==> src/pkg/rpf_pkg.sv <==
// constants for the recovery and programmed frequency select block
package rpf_pkg;
   localparam logic [7:0] RPF_ADDR_RECOV_N  = 8'h0B;
   localparam logic [7:0] RPF_ADDR_RECOV_SM = 8'h0C;
   localparam logic [7:0] RPF_ADDR_PROG_N   = 8'h0D;
   localparam logic [7:0] RPF_ADDR_PROG_EM  = 8'h0E;
   localparam logic [7:0] RPF_RESET_BYTE    = 8'h00;
   localparam int         RPF_SEL_BIT       = 7;
   localparam int         RPF_EN_BIT        = 7;
   localparam int         RPF_M_MSB         = 6;
   localparam int         RPF_N_WIDTH       = 8;
   localparam int         RPF_M_WIDTH       = 7;
   localparam int         RPF_CODE_WIDTH    = 5;

   typedef enum logic [1:0] {
      RPF_SRC_CODE       = 2'b00,
      RPF_SRC_PROGRAMMED = 2'b01,
      RPF_SRC_RECOV_CODE = 2'b10,
      RPF_SRC_RECOV_NM   = 2'b11
   } rpf_source_type;
endpackage

==> src/rtl/rpf_byte_reg.sv <==
// one writable configuration byte with a write-accepted strobe
module rpf_byte_reg #(
   parameter logic [7:0] RESET_VALUE = 8'h00
) (
   input  wire logic       clock_in,
   input  wire logic       rst_n_in,
   input  wire logic       write_in,
   input  wire logic [7:0] data_in,
   output logic      [7:0] value_out,
   output logic            written_out
);
   always_ff @(posedge clock_in or negedge rst_n_in) begin
      if (!rst_n_in) begin
         value_out <= RESET_VALUE;
      end else if (write_in) begin
         value_out <= data_in;
      end
   end

   always_ff @(posedge clock_in or negedge rst_n_in) begin
      if (!rst_n_in) begin
         written_out <= 1'b0;
      end else begin
         written_out <= write_in;
      end
   end
endmodule

==> src/rtl/rpf_freq_select.sv <==
// cpu frequency source selection: strap, programmed and recovery
// Summary of operation
// - recovery source bit: 0 uses latched strap code, 1 uses recovery n/m
// - watchdog time-out switches cpu output to the selected recovery source
// - recovery n is 8 bits, recovery m is 7 bits
// - ratio code comes from strap when override clear, software code when set
// - programmable enable bit gates programmed frequency, resets to zero
// - when enabled, cpu frequency follows programmed n (8) and m (7)
// - writing the programmed m byte starts a load; host writes n first
// - time-out issues system reset, reloads recovery, locks recovery mode
// - in recovery mode, writes that change frequency are ignored
// - clearing watchdog enable leaves recovery mode
module rpf_freq_select (
   input  wire logic        clock_in,
   input  wire logic        rst_n_in,
   input  wire logic        write_in,
   input  wire logic [7:0]  write_addr_in,
   input  wire logic [7:0]  write_data_in,
   input  wire logic [7:0]  read_addr_in,
   output logic      [7:0]  read_data_out,
   input  wire logic [4:0]  strap_frequency_code_in,
   input  wire logic [4:0]  software_code_in,
   input  wire logic        ratio_override_in,
   input  wire logic        watchdog_enable_in,
   input  wire logic        watchdog_timeout_in,
   output logic      [1:0]  source_out,
   output logic      [7:0]  cpu_n_out,
   output logic      [6:0]  cpu_m_out,
   output logic      [4:0]  cpu_code_out,
   output logic      [4:0]  ratio_code_out,
   output logic             load_out,
   output logic             recovery_mode_out,
   output logic             system_reset_out
);
   logic [7:0]                 recov_n;
   logic [7:0]                 recov_sm;
   logic [7:0]                 prog_n;
   logic [7:0]                 prog_em;
   logic                       prog_m_written;
   logic                       wr_recov_n;
   logic                       wr_recov_sm;
   logic                       wr_prog_n;
   logic                       wr_prog_em;
   logic                       lock_q;
   logic                       timeout_hit;
   logic [4:0]                 strap_q;
   logic                       strap_taken_q;
   logic [4:0]                 sel_code;
   rpf_pkg::rpf_source_type    src_d;
   logic                       load_d;
   logic [7:0]                 n_d;
   logic [6:0]                 m_d;

   // frequency bytes are frozen while locked in recovery
   assign wr_recov_n  = write_in && !lock_q &&
                        write_addr_in == rpf_pkg::RPF_ADDR_RECOV_N;
   assign wr_recov_sm = write_in && !lock_q &&
                        write_addr_in == rpf_pkg::RPF_ADDR_RECOV_SM;
   assign wr_prog_n   = write_in && !lock_q &&
                        write_addr_in == rpf_pkg::RPF_ADDR_PROG_N;
   assign wr_prog_em  = write_in && !lock_q &&
                        write_addr_in == rpf_pkg::RPF_ADDR_PROG_EM;

   rpf_byte_reg #(.RESET_VALUE(rpf_pkg::RPF_RESET_BYTE)) u_recov_n (
      .clock_in    (clock_in),
      .rst_n_in    (rst_n_in),
      .write_in    (wr_recov_n),
      .data_in     (write_data_in),
      .value_out   (recov_n),
      .written_out ()
   );
   rpf_byte_reg #(.RESET_VALUE(rpf_pkg::RPF_RESET_BYTE)) u_recov_sm (
      .clock_in    (clock_in),
      .rst_n_in    (rst_n_in),
      .write_in    (wr_recov_sm),
      .data_in     (write_data_in),
      .value_out   (recov_sm),
      .written_out ()
   );
   rpf_byte_reg #(.RESET_VALUE(rpf_pkg::RPF_RESET_BYTE)) u_prog_n (
      .clock_in    (clock_in),
      .rst_n_in    (rst_n_in),
      .write_in    (wr_prog_n),
      .data_in     (write_data_in),
      .value_out   (prog_n),
      .written_out ()
   );
   // enable bit resets to zero with the m field
   rpf_byte_reg #(.RESET_VALUE(rpf_pkg::RPF_RESET_BYTE)) u_prog_em (
      .clock_in    (clock_in),
      .rst_n_in    (rst_n_in),
      .write_in    (wr_prog_em),
      .data_in     (write_data_in),
      .value_out   (prog_em),
      .written_out (prog_m_written)
   );

   // strap is a level caught after reset release, never under reset
   always_ff @(posedge clock_in or negedge rst_n_in) begin
      if (!rst_n_in) begin
         strap_taken_q <= 1'b0;
      end else begin
         strap_taken_q <= 1'b1;
      end
   end

   always_ff @(posedge clock_in or negedge rst_n_in) begin
      if (!rst_n_in) begin
         strap_q <= 5'h00;
      end else if (!strap_taken_q) begin
         strap_q <= strap_frequency_code_in;
      end
   end

   // time-out only counts while the watchdog is armed
   assign timeout_hit = watchdog_timeout_in && watchdog_enable_in;

   always_ff @(posedge clock_in or negedge rst_n_in) begin
      if (!rst_n_in) begin
         lock_q <= 1'b0;
      end else if (!watchdog_enable_in) begin
         lock_q <= 1'b0;
      end else if (timeout_hit) begin
         lock_q <= 1'b1;
      end
   end

   always_ff @(posedge clock_in or negedge rst_n_in) begin
      if (!rst_n_in) begin
         system_reset_out <= 1'b0;
      end else begin
         system_reset_out <= timeout_hit && !lock_q;
      end
   end

   assign sel_code = ratio_override_in ? software_code_in : strap_q;

   always_comb begin
      src_d  = rpf_pkg::RPF_SRC_CODE;
      n_d    = 8'h00;
      m_d    = 7'h00;
      load_d = 1'b0;
      if (lock_q || timeout_hit) begin
         // recovery reloads on entry and holds until unlocked
         load_d = timeout_hit && !lock_q;
         if (recov_sm[rpf_pkg::RPF_SEL_BIT]) begin
            src_d = rpf_pkg::RPF_SRC_RECOV_NM;
            n_d   = recov_n;
            m_d   = recov_sm[rpf_pkg::RPF_M_MSB:0];
         end else begin
            src_d = rpf_pkg::RPF_SRC_RECOV_CODE;
         end
      end else if (prog_em[rpf_pkg::RPF_EN_BIT]) begin
         src_d  = rpf_pkg::RPF_SRC_PROGRAMMED;
         n_d    = prog_n;
         m_d    = prog_em[rpf_pkg::RPF_M_MSB:0];
         load_d = prog_m_written;
      end else begin
         src_d  = rpf_pkg::RPF_SRC_CODE;
         load_d = prog_m_written;
      end
   end

   always_ff @(posedge clock_in or negedge rst_n_in) begin
      if (!rst_n_in) begin
         source_out <= rpf_pkg::RPF_SRC_CODE;
         cpu_n_out  <= 8'h00;
         cpu_m_out  <= 7'h00;
      end else begin
         source_out <= src_d;
         cpu_n_out  <= n_d;
         cpu_m_out  <= m_d;
      end
   end

   // recovery from code always uses the latched strap, not software code
   always_ff @(posedge clock_in or negedge rst_n_in) begin
      if (!rst_n_in) begin
         cpu_code_out <= 5'h00;
      end else begin
         cpu_code_out <= (src_d == rpf_pkg::RPF_SRC_RECOV_CODE) ?
                         strap_q : sel_code;
      end
   end

   // ratio keeps following the override even while locked
   always_ff @(posedge clock_in or negedge rst_n_in) begin
      if (!rst_n_in) begin
         ratio_code_out <= 5'h00;
      end else begin
         ratio_code_out <= sel_code;
      end
   end

   always_ff @(posedge clock_in or negedge rst_n_in) begin
      if (!rst_n_in) begin
         load_out <= 1'b0;
      end else begin
         load_out <= load_d;
      end
   end

   // set on the time-out edge together with lock_q, cleared one cycle after it
   always_ff @(posedge clock_in or negedge rst_n_in) begin
      if (!rst_n_in) begin
         recovery_mode_out <= 1'b0;
      end else begin
         recovery_mode_out <= lock_q || timeout_hit;
      end
   end

   always_ff @(posedge clock_in or negedge rst_n_in) begin
      if (!rst_n_in) begin
         read_data_out <= 8'h00;
      end else begin
         unique case (read_addr_in)
            rpf_pkg::RPF_ADDR_RECOV_N:  read_data_out <= recov_n;
            rpf_pkg::RPF_ADDR_RECOV_SM: read_data_out <= recov_sm;
            rpf_pkg::RPF_ADDR_PROG_N:   read_data_out <= prog_n;
            rpf_pkg::RPF_ADDR_PROG_EM:  read_data_out <= prog_em;
            default:                    read_data_out <= 8'h00;
         endcase
      end
   end
endmodule

==> config.mk <==
export PLATFORM = sky130hd
export DESIGN_NAME = rpf_freq_select
export DESIGN_NICKNAME = d
export VERILOG_FILES = /design/src/pkg/rpf_pkg.sv /design/src/rtl/rpf_byte_reg.sv /design/src/rtl/rpf_freq_select.sv
export SDC_FILE = /design/constraint.sdc
export NUM_CORES = 1
export LEC_CHECK = 0
export ABC_AREA = 1
export BUFFER_PORTS_ARGS = -buffer_cell sky130_fd_sc_hd__buf_4
export CAP_MARGIN = 20
export CORE_MARGIN = 2
export CORE_UTILIZATION = 33
export CTS_BUF_LIST = sky130_fd_sc_hd__clkbuf_16
export DETAILED_ROUTE_END_ITERATION = 12
export HOLD_SLACK_MARGIN = 0.1
export PLACE_DENSITY = 0.63
export RECOVER_POWER = 25
export SYNTH_ARGS = -nofsm -noshare
export SYNTH_HDL_FRONTEND = slang
export SYNTH_SLANG_ARGS = --single-unit
==> constraint.sdc <==
create_clock -name clock_in -period 2 [get_ports clock_in]
set_input_delay 0.1 -clock clock_in [delete_from_list [all_inputs] [get_ports clock_in]]
set_output_delay 0.1 -clock clock_in [all_outputs]
set_load 0.01 [all_outputs]
==> results by group <==
Clock tree
  • Post-CTS Setup Inserts: 0
  • Total clock buffers created by CTS: 9
  • Worst-Skew Late Latency: 0.33 ns
  • Clock Sinks: 77
  • Post-CTS sizing: 0
  • H-tree depth: 3
  • Longest Clk Path Bufs: 2
  • CTS clock-pin slew for the worst setup and hold paths: 0.06 ns
  • CTS tree: yes
  • Clock root buffer: clkbuf_16

Finish
  • Fillcell total: 989
  • Register area: 0.00193 mm²
  • Multi-input logic area: 0.00126 mm²
  • Inserted Diodes: 0
  • Fin util: 46.2%
  • P&R area growth vs syn: 37.9%
  • Layout cell share with drive strength beyond 1: 22.6%
  • Fin nets: 542
  • Final Instance Area: 0.00468 mm²

Yosys
  • #FFs+latches synth: 77
  • Avg Synthesized Cell Area: 8.63 µm²
  • Register area share after synthesis: 56.8%
  • Syn nets: 433
  • Synth cell types: 22
  • Netlist Area Pre-Place: 0.00339 mm²
  • Warning count from the yosys run: 0
  • Syn Inst Count: 393

Die
  • Ports: 78
  • Core area: 0.0101 mm²
  • Initial Util: 33.5%
  • Site Rows: 37
  • DIE HEIGHT: 105 µm
  • DIE WIDTH: 105 µm
  • Die footprint: 0.0111 mm²

Timing
  • Clock skew: 0.00679 ns
  • Max-Slew Margin vs Limit: 39.2%
  • Tightest Pin Transition: 0.913 ns
  • Setup_tns: 0 ns
  • Period utilisation layout: 93.3%
  • RSZ-0062 raised after global routing: false
  • Final Critical Period: 1.87 ns
  • Hold Fails Final Rpt: 0
  • Slew Viols, Final: 0
  • Final setup fails: 0
  • Fmax achieved: 536 MHz

Power and ir drop
  • PD cells: 759 mW/mm²
  • P_leak: 2.51 nW
  • Pint: 2.74 mW
  • Power after layout: 3.55 mW
  • Worst ir drop on vdd: 0.324 mV
  • Net load switching power: 814 µW
  • Switching share of power: 22.9%
  • Combinational share of power: 10.4%
  • Seq pwr share: 46.7%
  • Clock power share: 42.9%

Routing
  • Residual DRC: 0
  • Drt wl/cell: 12.3 µm
  • Vias: 2950
  • 1st-iter DRT viols: 237
  • Drt via density: 4.60
  • DR pass1 iterations: 4
  • Antenna-violating nets left: 0
  • Final WL: 7890 µm

Critical path
  • CP delay by family, top: buffers and inverters
  • Worst path bufs/invs: 4
  • CP most frequent cell: dlygate4sd3_1
  • Setup CP Type: in -> reg
  • Arrival time at the worst endpoint: 2.08 ns
  • Critical path data required time: 2.21 ns
  • Critical Path Sink Type: register
  • Worst-path cell chain: dlygate4sd3_1 > buf_4 > nand2_1 > dlygate4sd3_1 > o21ai_0 > dlygate4sd3_1
  • Startpoint Class: input port
  • Slowest cell on crit path: dlygate4sd3_1
  • Worst path max stage delay: 0.57 ns
  • Crit path max fanout: 2

Global route
  • GR Overflow Total: 0
  • Global-route wire length before repair: 13600 µm
  • Largest net degree at the start of global routing: 42
  • Vias in the first global route: 2858
  • Overall global routing resource usage: 15.4%
  • Antenna violations before repair: 0

Run status
  • Status: finished, final reports clean

Job
  • Max-cap violations: 0

Min path
  • Worst hold path class: in -> reg

Placement
  • Routability cong.: 0.859
  • DP Area: 0.00412 mm²
  • I/O Buffers: 77
  • HPWL Detailed: 5650 µm
-- kinds of logic after synthesis --
family	Yosys count	synth area share [%]
AOI/OAI and AO/OA	31	4.57
buffers and inverters	48	6.05
DFF	77	56.8
other	1	0.111
and+or+nand+nor	236	32.5
-- final timing paths --
path	startpoint	endpoint	slack (ns)	cells after the start
hold / removal	write_addr_in[1]	u_prog_n.value_out[4]	0.11	4
setup / recovery	software_code_in[2]	ratio_code_out[2]	0.13	6
max in group asynchronous	rst_n_in	u_prog_n.value_out[2]	0.85	3
setup reg to reg	lock_q	cpu_code_out[0]	0.64	6
min in group asynchronous	rst_n_in	cpu_m_out[0]	0.44	2
hold reg to reg	u_prog_n.value_out[6]	u_prog_n.value_out[6]	0.50	2
-- metal layers --
metal	wire, µm	global-route usage [%]
met3	496	4.08
met1	3600	20.7
met5	0	0
met4	170	6.57
met2	3630	23.5
-- cell usage after synthesis --
library cell	number	area, µm²
a21oi_1	6	30.0
buf_1	1	3.75
buf_2	7	35.0
buf_4	1	7.51
buf_6	1	11.3
clkbuf_1	4	15.0
clkinv_4	1	8.76
conb_1	1	3.75
dfrtp_1	77	1930
inv_1	31	116
inv_2	2	7.51
nand2_1	135	507
nand2_2	3	18.8
nand2_4	5	56.3
nand3_1	73	365
nand3_2	2	20.0
nor2_1	8	30.0
nor2_2	6	37.5
nor2_4	1	11.3
nor2_8	2	40.0
nor3_4	1	16.3
o21ai_0	25	125
-- area by class of cell --
type / instances / share of cell area [%]
well taps: 136 / 3.64
flip-flops and latches: 77 / 41.2
inverters: 34 / 2.83
clock buffers: 9 / 4.81
clock inverters: 5 / 1.15
multi-input cells: 268 / 26.9
repair buffers: 112 / 19.5
-- cell usage in the layout, fill, tap and decap left out, types with 4 or more instances in the layout --
| cell type | synthesis | layout |
|---|---|---|
| nand2_1 | 135 | 135 |
| dfrtp_1 | 77 | 77 |
| buf_4 | 1 | 75 |
| nand3_1 | 73 | 73 |
| inv_1 | 31 | 31 |
| dlygate4sd3_1 | 0 | 30 |
| o21ai_0 | 25 | 25 |
| clkbuf_16 | 0 | 9 |
| nor2_1 | 8 | 8 |
| nor2_2 | 6 | 6 |
| a21oi_1 | 6 | 6 |
| nand2_4 | 5 | 5 |
| clkbuf_1 | 4 | 4 |
-- power by group through the flow --
stage	logic [mW]	clock network, mW	registers (mW)
final	0.371	1.52	1.66
after global routing	0.414	1.62	1.66
after CTS	0.374	1.55	1.66
after detailed placement	0.322	0	1.68
after global placement	0.314	0	1.68
after floorplan	0.129	0	1.69
-- tightest hold or removal path, stage by stage --
cell and delay (ns):
buf_4 0.11, nor3_4 0.07, nand3_1 0.07, nand2_1 0.05
-- metrics by stage --
step	setup WS [ns]	instances	hold slack (ns)
after floorplan	0.851	393	-0.196
after global placement	0.685	597	0.0875
after detailed placement	0.664	597	0.0907
after CTS	0.209	641	0.102
after global routing	0.0845	641	0.118
final	0.134	641	0.112
-- flip-flops by register name (all words and copies together) (netlist names) --
name,cells
system_reset_out,1
load_out,1
u_prog_n.value_out,8
read_data_out,8
cpu_n_out,8
cpu_code_out,5
recovery_mode_out,1
ratio_code_out,5
source_out,1
u_prog_em.value_out,8
u_recov_sm.value_out,8
u_prog_em.written_out,1
strap_taken_q,1
lock_q,1
strap_q,5
cpu_m_out,7
u_recov_n.value_out,8
-- repair_timing --
| action | 4_1_cts | 5_1_grt |
|---|---|---|
| setup endpoints to repair | 0 | 0 |
| hold endpoints to repair | 79 | 0 |
| hold buffers | 30 | 0 |
Note: power is estimated with default switching activity, not from simulation.
